**config.mk**
```make
export PLATFORM = sky130hd
export DESIGN_NAME = sfr_map_page_decoder
export DESIGN_NICKNAME = d
export VERILOG_FILES = /design/src/sfr_map_pkg.sv /design/src/sfr_map_page_decoder.sv
export VERILOG_INCLUDE_DIRS = /design/src
export SDC_FILE = /design/constraint.sdc
export NUM_CORES = 1
export LEC_CHECK = 0
export ABC_AREA = 0
export BUFFER_PORTS_ARGS = -buffer_cell sky130_fd_sc_hd__buf_2
export CAP_MARGIN = 20
export CORE_MARGIN = 5
export CORE_UTILIZATION = 55
export DETAILED_ROUTE_END_ITERATION = 10
export PLACE_DENSITY = 0.8
export SYNTH_ARGS = -nofsm -noshare
export SYNTH_HDL_FRONTEND = slang
export SYNTH_SLANG_ARGS = --single-unit
```
**constraint.sdc**
```tcl
create_clock -name core_clk -period 3.2 [get_ports core_clk]
set_input_delay 0.64 -clock core_clk [delete_from_list [all_inputs] [get_ports core_clk]]
set_output_delay 0.64 -clock core_clk [all_outputs]
set_load 0.02 [all_outputs]
```
**src/sfr_map_defines.svh**
```systemverilog
`ifndef SFR_MAP_DEFINES_SVH
`define SFR_MAP_DEFINES_SVH

`define SFR_AREA_MSB                 7
`define SYSTEM_CONTROL_ZERO_ADDR     8'h8f
`define SYSTEM_CONTROL_ZERO_RESET    8'h04
`define SYSTEM_CONTROL_ZERO_FIXED    8'h04
`define AREA_MAP_SELECT_BIT          0
`define MODULE_PAGE_REGISTER_ADDR    8'hbe
`define MODULE_PAGE_REGISTER_RESET   8'h00
`define PORT_PAGE_PULL               8'h01
`define PORT_PAGE_ALT                8'h02
`define PORT_PAGE_BITS               3

`define PORT0_LOW_ADDR               8'h80
`define PORT0_HIGH_ADDR              8'h86
`define PORT1_LOW_ADDR               8'h90
`define PORT1_HIGH_ADDR              8'h91
`define PORT2_LOW_ADDR               8'ha0
`define PORT2_HIGH_ADDR              8'ha1
`define PORT3_LOW_ADDR               8'hb0
`define PORT3_HIGH_ADDR              8'hb1
`define PORT4_LOW_ADDR               8'hc8
`define PORT4_HIGH_ADDR              8'hc9
`define PORT5_LOW_ADDR               8'h92
`define PORT5_HIGH_ADDR              8'h93

`define PORT0_PULL_DIRECTION_RESET   8'hff
`define PORT1_PULL_DIRECTION_RESET   8'hff
`define PORT2_PULL_DIRECTION_RESET   8'hff
`define PORT3_PULL_DIRECTION_RESET   8'hbf
`define PORT4_PULL_DIRECTION_RESET   8'hff
`define PORT5_PULL_DIRECTION_RESET   8'hff
`define PORT0_PULL_ENABLE_RESET      8'hc4
`define PORT1_PULL_ENABLE_RESET      8'hff
`define PORT2_PULL_ENABLE_RESET      8'h00
`define PORT3_PULL_ENABLE_RESET      8'h40
`define PORT4_PULL_ENABLE_RESET      8'h04
`define PORT5_PULL_ENABLE_RESET      8'hff
`define ALT_FUNCTION_RESET           8'h00
`define READ_DATA_RESET              8'h00

`endif

```
**src/sfr_map_pkg.sv**
```systemverilog
package sfr_map_pkg;

   typedef struct packed {
      logic [7:0] pull_direction_select;
      logic [7:0] pull_enable;
      logic [7:0] alt_function_select_low;
      logic [7:0] alt_function_select_high;
   } port_config_type;

   typedef port_config_type [5:0] port_bank_type;

   typedef struct packed {
      logic [7:0] addr;
      logic       rd;
      logic       wr;
      logic [7:0] wdata;
   } sfr_request_type;

   typedef struct packed {
      logic          area_map_select;
      logic [7:0]    page;
      port_bank_type ports;
      logic [7:0]    read_data;
   } decoder_state_type;

endpackage

```
**src/sfr_map_page_decoder.sv**
```systemverilog
`timescale 1ns/1ps
`include "sfr_map_defines.svh"
// Summary of operation
// - Claim direct accesses in the upper half, 128 register slots per area.
// - Two areas, standard and mapped, share the range for 256 slots.
// - Area comes from the map-select bit at address 8F, not the instruction.
// - Map-select is bit 0, read-write; 0 standard area, 1 mapped area.
// - Reset or a software write of 0 clears map-select; otherwise it holds until software writes it.
// - System control register resets to 04, selecting the standard area.
// - Bit 2 of system control always reads one.
// - Bits 7 to 5, 3 and 1 of system control always read zero.
// - The module page register's page field selects which port page responds.
// - Page count and registers per page are configurable per module.
// - Standard area, page 1: per port pull-direction select and pull enable.
// - Pull-direction selects reset to FF, port 3 to BF.
// - Pull enables reset C4, FF, 00, 40, 04, FF for ports 0 to 5.
// - Standard area, page 2: alternate-function select low, read-write, reset 00.
// - Page 2 alternate-function select high, at 86 and 91 etc., reset zero.
module sfr_map_page_decoder #(
   parameter int PAGE_BITS  = `PORT_PAGE_BITS,
   parameter int PORT_COUNT = 6
) (
   input  wire logic                        core_clk,
   input  wire logic                        rst_n,
   input  wire sfr_map_pkg::sfr_request_type sfr_req,
   output logic                             sfr_claim,
   output logic [7:0]                       sfr_rdata,
   output logic                             area_map_select,
   output logic [PAGE_BITS-1:0]             port_page,
   output sfr_map_pkg::port_bank_type       port_config
);
   import sfr_map_pkg::*;

   localparam logic [5:0][7:0] LOW_ADDR = {
      `PORT5_LOW_ADDR, `PORT4_LOW_ADDR, `PORT3_LOW_ADDR,
      `PORT2_LOW_ADDR, `PORT1_LOW_ADDR, `PORT0_LOW_ADDR};
   localparam logic [5:0][7:0] HIGH_ADDR = {
      `PORT5_HIGH_ADDR, `PORT4_HIGH_ADDR, `PORT3_HIGH_ADDR,
      `PORT2_HIGH_ADDR, `PORT1_HIGH_ADDR, `PORT0_HIGH_ADDR};

   localparam port_bank_type PORT_RESET = {
      `PORT5_PULL_DIRECTION_RESET, `PORT5_PULL_ENABLE_RESET,
      `ALT_FUNCTION_RESET, `ALT_FUNCTION_RESET,
      `PORT4_PULL_DIRECTION_RESET, `PORT4_PULL_ENABLE_RESET,
      `ALT_FUNCTION_RESET, `ALT_FUNCTION_RESET,
      `PORT3_PULL_DIRECTION_RESET, `PORT3_PULL_ENABLE_RESET,
      `ALT_FUNCTION_RESET, `ALT_FUNCTION_RESET,
      `PORT2_PULL_DIRECTION_RESET, `PORT2_PULL_ENABLE_RESET,
      `ALT_FUNCTION_RESET, `ALT_FUNCTION_RESET,
      `PORT1_PULL_DIRECTION_RESET, `PORT1_PULL_ENABLE_RESET,
      `ALT_FUNCTION_RESET, `ALT_FUNCTION_RESET,
      `PORT0_PULL_DIRECTION_RESET, `PORT0_PULL_ENABLE_RESET,
      `ALT_FUNCTION_RESET, `ALT_FUNCTION_RESET};

   localparam decoder_state_type RESET_STATE = '{
      area_map_select: 1'((`SYSTEM_CONTROL_ZERO_RESET >> `AREA_MAP_SELECT_BIT) & 8'h01),
      page:            `MODULE_PAGE_REGISTER_RESET,
      ports:           PORT_RESET,
      read_data:       `READ_DATA_RESET};

   localparam logic [7:0] PAGE_MASK = 8'((1 << PAGE_BITS) - 1);

   decoder_state_type state_reg;
   decoder_state_type state_next;

   logic       in_range;
   logic       standard_area;
   logic       sel_syscon;
   logic       sel_page;
   logic [5:0] sel_pds;
   logic [5:0] sel_pen;
   logic [5:0] sel_alo;
   logic [5:0] sel_ahi;
   logic [7:0] read_mux;
   logic [7:0] syscon_value;

   // Address decode against the currently selected area and port page.
   always_comb begin
      in_range      = sfr_req.addr[`SFR_AREA_MSB];
      standard_area = !state_reg.area_map_select;
      sel_syscon    = in_range && sfr_req.addr == `SYSTEM_CONTROL_ZERO_ADDR;
      sel_page      = in_range && standard_area
                      && sfr_req.addr == `MODULE_PAGE_REGISTER_ADDR;
      for (int i = 0; i < 6; i++) begin
         sel_pds[i] = 1'b0;
         sel_pen[i] = 1'b0;
         sel_alo[i] = 1'b0;
         sel_ahi[i] = 1'b0;
         if (i < PORT_COUNT && in_range && standard_area) begin
            if (state_reg.page == `PORT_PAGE_PULL) begin
               sel_pds[i] = sfr_req.addr == LOW_ADDR[i];
               sel_pen[i] = sfr_req.addr == HIGH_ADDR[i];
            end
            if (state_reg.page == `PORT_PAGE_ALT) begin
               sel_alo[i] = sfr_req.addr == LOW_ADDR[i];
               sel_ahi[i] = sfr_req.addr == HIGH_ADDR[i];
            end
         end
      end
   end

   // Read multiplexer; anything not selected reads zero.
   always_comb begin
      syscon_value = `SYSTEM_CONTROL_ZERO_FIXED
                     | (8'(state_reg.area_map_select) << `AREA_MAP_SELECT_BIT);
      read_mux = 8'h00;
      if (sel_syscon) begin
         read_mux = syscon_value;
      end
      if (sel_page) begin
         read_mux = state_reg.page & PAGE_MASK;
      end
      for (int i = 0; i < 6; i++) begin
         if (sel_pds[i]) begin
            read_mux = state_reg.ports[i].pull_direction_select;
         end
         if (sel_pen[i]) begin
            read_mux = state_reg.ports[i].pull_enable;
         end
         if (sel_alo[i]) begin
            read_mux = state_reg.ports[i].alt_function_select_low;
         end
         if (sel_ahi[i]) begin
            read_mux = state_reg.ports[i].alt_function_select_high;
         end
      end
   end

   // Next-state: writes update only the selected register.
   always_comb begin
      state_next = state_reg;
      if (sfr_req.rd) begin
         state_next.read_data = read_mux;
      end
      if (sfr_req.wr) begin
         if (sel_syscon) begin
            state_next.area_map_select = sfr_req.wdata[`AREA_MAP_SELECT_BIT];
         end
         if (sel_page) begin
            state_next.page = sfr_req.wdata & PAGE_MASK;
         end
         for (int i = 0; i < 6; i++) begin
            if (sel_pds[i]) begin
               state_next.ports[i].pull_direction_select = sfr_req.wdata;
            end
            if (sel_pen[i]) begin
               state_next.ports[i].pull_enable = sfr_req.wdata;
            end
            if (sel_alo[i]) begin
               state_next.ports[i].alt_function_select_low = sfr_req.wdata;
            end
            if (sel_ahi[i]) begin
               state_next.ports[i].alt_function_select_high = sfr_req.wdata;
            end
         end
      end
   end

   always_ff @(posedge core_clk) begin
      if (!rst_n) begin
         state_reg <= RESET_STATE;
      end else begin
         state_reg <= state_next;
      end
   end

   assign sfr_claim       = sel_syscon || sel_page || (|sel_pds) || (|sel_pen)
                            || (|sel_alo) || (|sel_ahi);
   assign sfr_rdata       = state_reg.read_data;
   assign area_map_select = state_reg.area_map_select;
   assign port_page       = state_reg.page[PAGE_BITS-1:0];
   assign port_config     = state_reg.ports;
endmodule

```
==> results of run 1 <==
==> path summary, 6_finish.rpt <==
| path | from | endpoint | slack [ps] | cells past startpoint |
|---|---|---|---|---|
| setup / recovery | sfr_req[11] | sfr_claim | -50 | 9 |
| hold / removal | rst_n | port_config[154]$_SDFFE_PN1P_ | 450 | 2 |
| setup reg to reg | port_page[2]$_SDFFE_PN0P_ | sfr_rdata[1]$_SDFFE_PN0P_ | 280 | 10 |
| hold reg to reg | port_config[41]$_SDFFE_PN0P_ | port_config[41]$_SDFFE_PN0P_ | 480 | 2 |
==> metrics by stage <==
stage	power (W)	hold WS [ps]	utilization, %	cells	instance area, µm²
3_5_place_dp	0.00291	468	65.3	1810	12300
4_1_cts	0.00542	447	69.2	1849	13000
3_3_place_gp	0.00291	459	65.3	1810	12300
2_1_floorplan	0.00279	536	-	1362	10500
6_report	0.00544	453	69.5	1850	13000
5_1_grt	0.00557	463	69.5	1850	13000
==> power by group <==
part,switching (W),internal [W],total [W]
registers,0.00000235,0.00254,0.00254
clock network,0.00106,0.00151,0.00256
logic,0.000233,0.0000963,0.000330
==> layout by cell type, fill, tap and decap left out, types with 9 or more instances in the layout <==
master / n
a21boi_0: 77
a21boi_1: 53
a21oi_1: 17
a221oi_1: 10
a22oi_1: 15
and2_1: 11
buf_2: 221
buf_4: 107
clkbuf_16: 23
dfxtp_1: 200
inv_1: 10
nand2_1: 364
nand3_1: 166
nand4_1: 19
nor2_1: 46
nor3_1: 23
nor4_1: 9
o21ai_0: 17
o22ai_1: 13
==> registers in the layout, indices dropped and copies added (netlist names) <==
name and cells:
port_config 192, area_map_select 1, port_page 3, sfr_rdata 8
==> area by class of cell <==
type	count	area (µm²)
tap	234	293
multi-input combinational	1028	5870
inverter	10	37.5
antenna	1	2.50
sequential	204	4090
clock inverter	10	86.3
timing repair buffer	334	2010
clock buffer	29	648
fill	1582	5730
==> what timing repair did <==
action                                  4_1_cts  5_1_grt
endpoints found under the setup margin        1        1
pin swaps                                     0        2
resized for setup                             4       11
cloned                                        0        0
buffers inserted                              0        0
==> worst max-delay path, cell delays in order <==
cell and delay (ps):
buf_2 180, buf_4 170, nor4b_2 560, nand2_1 280
nor2_1 220, nor4_2 90, buf_4 150, nand4_1 150
buf_4 180
==> kinds of logic (layout without fill, tap and decap cells) <==
kind of cell	after synthesis	count (layout)	share of synthesized area [%]
simple gates	719	719	33.6
compound gates	305	305	21.7
flops	204	204	38.9
buf+inv	130	383	5.39
mux	3	3	0.286
xor+xnor	1	1	0.0835
other cells	0	1	0
==> per-layer routing <==
metal	share of wire (%)	vias to the layer above	track usage (%)
li1	-	5355	-
met5	0.030	-	0
met4	4.3	2	17.1
met1	39	5685	50.9
met3	12	148	7.37
met2	45	859	60.7
==> impl_metrics.yaml, run 1 <==
outcome:
  status: "complete, but fails checks"
  violations: "setup timing"
yosys:
  synthCells: 1362
  ys_warn_count: 0
  syn_area_um2: 10500
  synth_cell_types: 85
  synth_seq_cells: 204
  synthArstFlopShare_pct: 0
  synthFlopType: "dfxtp_1"
  ys_top_cells_by_area: "dfxtp_1, nand2_1, nand3_1"
  synth_edf_count: 0
  synth_top_area_share_pct: 38.9
  synth-seq-area-share_pct: 38.9
  yosys.area.top_type: "dfxtp_1"
  synth_nets: 1382
  synth.most_common_cell: "nand2_1"
  synth_common_cells: "nand2_1, dfxtp_1, nand3_1"
  avgSynthCellArea_um2: 7.70
worst_setup_path:
  worstSetupPathType: "input pin to primary output"
  crit_required_ps: 2560
  end_kind: "primary output"
  arrival_ps: 2610
  cp-start-kind: "input pin"
  critPathMaxFanout: 11
timing:
  clock_skew_ps: 8.38
  hold_viol_final: 0
  setup_viol: 1
  report.final.slew_viol_count: 0
  finalSetupTns_ps: -52.4
  tightestPinTransition_ps: 806
  post-route-period-util_pct: 102
  timing.final.ws_setup_ps: -52.4
  period_needed_ps: 3250
  slew_headroom_pct: 44.9
  clock.fmax_ghz: 0.307
route:
  vias_per_cell: 6.51
  drt_pass1_iterations: 5
  wl_per_cell_um: 23.7
  drt_iter0_markers: 1249
  vias: 12049
  final_antenna_net_count: 0
  remaining_drc_errors: 0
  wirelength_mm: 43.9
die:
  io_pins: 225
  rows: 50
  die_w_um: 148
  core_um2: 18800
  die_area_um2: 21900
  die_h_um: 148
  start_util_pct: 55.9
placed_design:
  place.gp.congestion: 1.11
  dpl_worst_slack_ps: -76.9
  hpwlAfterDp_mm: 31.8
  io_buffer_count: 224
clock_tree:
  cts_buffers: 22
  clk_pin_slew_ps: 60
  clockBufferDepth: 3
  cts_tree: "built"
  hold_buffers: 0
  clk_latency_ps: 510
  cts-root-buf: "clkbuf_16"
  clock_sink_count: 204
  cts-htree-levels: 1
power_and_ir_drop:
  p_leak_nw: 5.29
  vdd_drop_max_mv: 0.439
  power.density_nw_per_um2: 417
layout:
  finalNetCount: 1620
  layout-drive-gt1-share_pct: 25.6
  area_delta_synth_final_pct: 24.4
worst_hold_path:
  worstHoldPathType: "input pin to flop"
run:
  drv_cap: 0
global_route:
  grt-ovfl-total: 0
  grt_max_degree: 132
  grt_pass1_wl_mm: 66.7
  grt_antenna_before_repair: 2
  grt_pass1_vias: 11400
  grt.total_usage_pct: 38.3
(Power assumes the default switching activity.)
==> inputs of run 2 (changes only) <==
Clock period 3.2 ns to 3.42 ns, I/O delays scaled along.
==> run 2 against run 1 <==
The run now ends clean. Global-route usage is 0.10 points higher. Total power is 8.4% lower. First-iteration DRC count is 1.4% higher. Routed wire length hardly changed. Clock power is 9.8% lower. Combinational power is 11% lower. Critical path type is now flop to primary output. Largest cell class unchanged.
==> impl_metrics.yaml, run 2 (same netlist as run 1, synthesis figures left out) <==
outcome:
  status: "complete, no violations"
clock_tree:
  clockBufferDepth: 3
  cts_tree: "built"
  cts_setup_buffers: 0
  cts-htree-levels: 1
  clock_sink_count: 204
  clk_latency_ps: 510
  hold_buffers: 0
  cts-root-buf: "clkbuf_16"
  cts_buffers: 22
  clk_pin_slew_ps: 60
timing:
  clock_skew_ps: 8.40
  report.final.slew_viol_count: 0
  tightestPinTransition_ps: 859
  rsz0062_at_grt: "no"
  slew_headroom_pct: 41.3
  setup_viol: 0
  period_needed_ps: 3380
  post-route-period-util_pct: 98.8
  clock.fmax_ghz: 0.296
  finalSetupTns_ps: 0
  hold_viol_final: 0
route:
  vias_per_cell: 6.51
  drt_iter0_markers: 1266
  wirelength_mm: 43.9
  remaining_drc_errors: 0
  final_antenna_net_count: 0
  wl_per_cell_um: 24.1
  drt_pass1_iterations: 8
  vias: 11848
worst_setup_path:
  reg2reg_from: "area_map_select$_SDFFE_PN0P_"
  worstPathCellList: "nor2b_1, nand2_1, o22ai_1, a21oi_1, nand4_1, buf_2"
  critPathMaxFanout: 11
  slowest_delay_ps: 710
  cp-start-kind: "flop"
  reg2reg_depth: 9
  crit_slowest_cell: "nor2b_1"
  crit_required_ps: 2740
  cp-startpoint: "port_page[0]$_SDFFE_PN0P_"
  end_kind: "primary output"
  worstSetupPathType: "flop to primary output"
  arrival_ps: 2700
die:
  start_util_pct: 55.9
  rows: 50
  die_w_um: 148
  die_h_um: 148
  die_area_um2: 21900
  core_um2: 18800
  io_pins: 225
layout:
  finalInstanceArea_um2: 12800
  finalNetCount: 1593
  layout_common_cells: "nand2_1, buf_2, dfxtp_1"
  final_cells: 1821
  area_delta_synth_final_pct: 21.6
  final_core_util_pct: 68.0
  layout-drive-gt1-share_pct: 23.6
  largest_reg_flops: 192
  final_common_cell: "nand2_1"
placed_design:
  placed_area_um2: 12000
  hpwlAfterDp_mm: 31.9
  io_buffer_count: 224
  placed_cells: 1783
  place.gp.congestion: 1.05
global_route:
  gr-max-usage-layer: "met2"
  grt_pass1_wl_mm: 66.5
  grt.total_usage_pct: 38.4
  met3_usage_pct: 8.26
  use_met1_pct: 51.4
  grt_max_degree: 95
  grt_use_met2_pct: 61.3
  grt_pass1_vias: 11006
  grt-ovfl-total: 0
  grt_antenna_before_repair: 1
worst_hold_path:
  min_from: "port_config[41]$_SDFFE_PN0P_"
  hold_depth: 2
  worstHoldPathType: "flop to flop"
power_and_ir_drop:
  p_leak_nw: 5.13
  power.density_nw_per_um2: 390
  vdd_drop_max_mv: 0.383
run:
  drv_cap: 0
==> run 2: cell types whose count changed in the layout (fill, tap and decap cells not counted), moves of 2 or more <==
cell	delta
buf_4	-26
buf_6	-2
clkbuf_1	+6
clkinv_2	-5
clkinvlp_4	-3
or4_1	+2
or4_4	-2
==> run 2: final timing paths <==
path | to | slack (ps)
setup reg to reg | sfr_rdata[1]$_SDFFE_PN0P_ | 440
hold / removal | port_config[41]$_SDFFE_PN0P_ | 480
setup / recovery | sfr_claim | 40
hold reg to reg | port_config[41]$_SDFFE_PN0P_ | 480
==> run 2: cell type report <==
class,count,area [µm²]
Clock buffer,35,671
Fill cell,1591,6010
Multi-Input combinational cell,1028,5840
Timing Repair Buffer,307,1800
Antenna cell,1,2.50
Clock inverter,2,20.0
Sequential cell,204,4090
Inverter,10,37.5
Tap cell,234,293
==> run 2: stage by stage <==
stage	setup slack (ps)	hold slack (ps)	total power, W
floorplan	441	536	0.00261
global placement	20.2	457	0.00272
detailed placement	8.92	471	0.00271
CTS	62.7	479	0.00497
global route	1.37	497	0.00508
finish	39.9	482	0.00498
==> run 2: where the power goes <==
group	total [W]	leakage, nW	internal (W)	switching (W)
Sequential	0.00238	1.65	0.00238	0.00000233
Combinational	0.000293	3.14	0.0000809	0.000212
Clock	0.00231	0.338	0.00134	0.000963
==> run 2: layer usage <==
layer / wire length (µm) / up-vias / part of all wire [%]
met5: 0 / - / 0
met4: 1750 / 0 / 4.0
met3: 5000 / 141 / 11
met2: 20100 / 844 / 46
met1: 17000 / 5576 / 39
li1: - / 5287 / -
==> run 2: timing repair <==
item / 4_1_cts / 5_1_grt
pin swaps: 0 / 1
endpoints found under the setup margin: 1 / 1
resized for setup: 2 / 5
==> run 2: critical path, delay by kind of cell, from the launching register on <==
family          cells  cell delay, ps
buf+inv             1             200
compound gates      2             350
flops               1             460
simple gates        3            1180
==> inputs of run 3 (changes only) <==
Settings changed: CORE_ASPECT_RATIO from default to 0.9, RECOVER_POWER from default to 25.
==> run 3 against run 2 <==
Combinational power is essentially flat. Global-route usage rose by 0.21 points. Critical path depth up 1. Die area about the same. Non-clock buffer count unchanged. Via count grew 1.2%. Sequential power is essentially flat. Flip-flop and latch count unchanged. Critical path type unchanged. Highest routed layer unchanged.
==> impl_metrics.yaml, run 3 (same netlist as run 1, synthesis figures left out) <==
route:
  vias_per_cell: 6.55
  drt_pass1_iterations: 6
  wl_per_cell_um: 24.1
  vias: 11996
  drt_iter0_markers: 1485
  wirelength_mm: 44.2
  remaining_drc_errors: 0
  final_antenna_net_count: 0
clock_tree:
  clk_pin_slew_ps: 60
  ctsResizeCount: 3
  cts-root-buf: "clkbuf_16"
  cts_setup_buffers: 0
  cts_buffers: 21
  clockBufferDepth: 3
  clk_latency_ps: 510
  cts-htree-levels: 1
  hold_buffers: 0
  clock_sink_count: 204
  cts_tree: "built"
layout:
  fill_cells: 1625
  finalNetCount: 1592
  final_common_cell: "nand2_1"
  final_cells: 1831
  register_area_um2: 4100
  layout-drive-gt1-share_pct: 17.3
  largest_reg_flops: 192
  area_delta_synth_final_pct: 20.5
  layout_common_cells: "nand2_1, dfxtp_1, nand3_1"
  multi_input_area_um2: 5840
  diodes: 0
timing:
  post-route-period-util_pct: 97.4
  clock_skew_ps: 7.83
  finalSetupTns_ps: 0
  rsz0062_at_grt: "no"
  tightestPinTransition_ps: 925
  hold_viol_final: 0
  setup_viol: 0
  clock.fmax_ghz: 0.300
  period_needed_ps: 3330
  slew_headroom_pct: 37.6
  report.final.slew_viol_count: 0
die:
  die_h_um: 141
  start_util_pct: 56.4
  io_pins: 225
  die_w_um: 156
  die_area_um2: 21900
  core_um2: 18600
  rows: 47
power_and_ir_drop:
  vdd_drop_max_mv: 0.407
  power.density_nw_per_um2: 397
  power.total_w: 0.00501
  p_leak_nw: 4.82
placed_design:
  placed_cells: 1794
  hpwlAfterDp_mm: 31.6
  io_buffer_count: 224
  place.gp.congestion: 1.05
global_route:
  grt.total_usage_pct: 38.6
  grt_pass1_wl_mm: 67.2
  grt_antenna_before_repair: 1
  grt-ovfl-total: 0
  grt_max_degree: 100
  grt_pass1_vias: 11158
outcome:
  status: "complete, no violations"
worst_hold_path:
  worstHoldPathType: "flop to flop"
  hold_depth: 2
  hold_end: "port_config[73]$_SDFFE_PN0P_"
  min_from: "port_config[73]$_SDFFE_PN0P_"
worst_setup_path:
  reg2reg_depth: 10
  reg2reg_from: "port_page[0]$_SDFFE_PN0P_"
  worstSetupPathType: "flop to primary output"
  crit_required_ps: 2740
  cp-start-kind: "flop"
  reg2reg_to: "sfr_rdata[6]$_SDFFE_PN0P_"
  end_kind: "primary output"
  r2r_setup_slack_ps: 500
  critPathMaxFanout: 10
  arrival_ps: 2650
run:
  drv_cap: 0
[run 3: worst max-delay path, stage by stage, from the launching register on]
cell and delay, ps:
dfxtp_1 440, buf_4 210, and4bb_1 210, and4_1 230, or4_1 460, a21oi_1 150
nand4_1 200, buf_2 240
[run 3: routing by layer]
metal | track usage, % | up-vias | share of wire [%]
met5 | 0 | - | 0
met2 | 58.2 | 897 | 44
met1 | 54.8 | 5668 | 40
met4 | 14.5 | 0 | 3.9
li1 | - | 5299 | -
met3 | 7.48 | 132 | 12
[run 3: stage by stage]
stage               utilization (%)  hold slack (ps)  worst slack, ps  instance area [µm²]
finish                         68.0              475             88.5                12600
global placement               64.8              456            -8.97                12000
detailed placement             64.8              462             48.6                12000
floorplan                         -              536              441                10500
CTS                            68.6              471             42.1                12700
global route                   68.0              497             1.85                12600
[run 3: worst max-delay path by stage]
stage                              start                         to  cells after the start
6_report       port_page[1]$_SDFFE_PN0P_                  sfr_claim                      7
5_1_grt        port_page[1]$_SDFFE_PN0P_                  sfr_claim                      7
4_1_cts        port_page[0]$_SDFFE_PN0P_                  sfr_claim                      8
3_5_place_dp                 sfr_req[11]  sfr_rdata[6]$_SDFFE_PN0P_                      8
3_3_place_gp                 sfr_req[17]  sfr_rdata[6]$_SDFFE_PN0P_                     10
2_1_floorplan                sfr_req[11]                  sfr_claim                      7
[run 3: area by class of cell]
cell class,count,share of cell area [%]
inverters,10,0.297
clock buffers,33,5.15
clock inverters,4,0.386
multi-input cells,1028,46.3
repair buffers,307,13.0
flip-flops and latches,204,32.4
well taps,245,2.43
[run 3: power by group]
part / switching, W / leakage [nW] / internal, W / total [W]
Sequential: 0.00000311 / 1.65 / 0.00238 / 0.00238
Clock: 0.000957 / 0.348 / 0.00138 / 0.00234
Combinational: 0.000216 / 2.82 / 0.0000784 / 0.000295
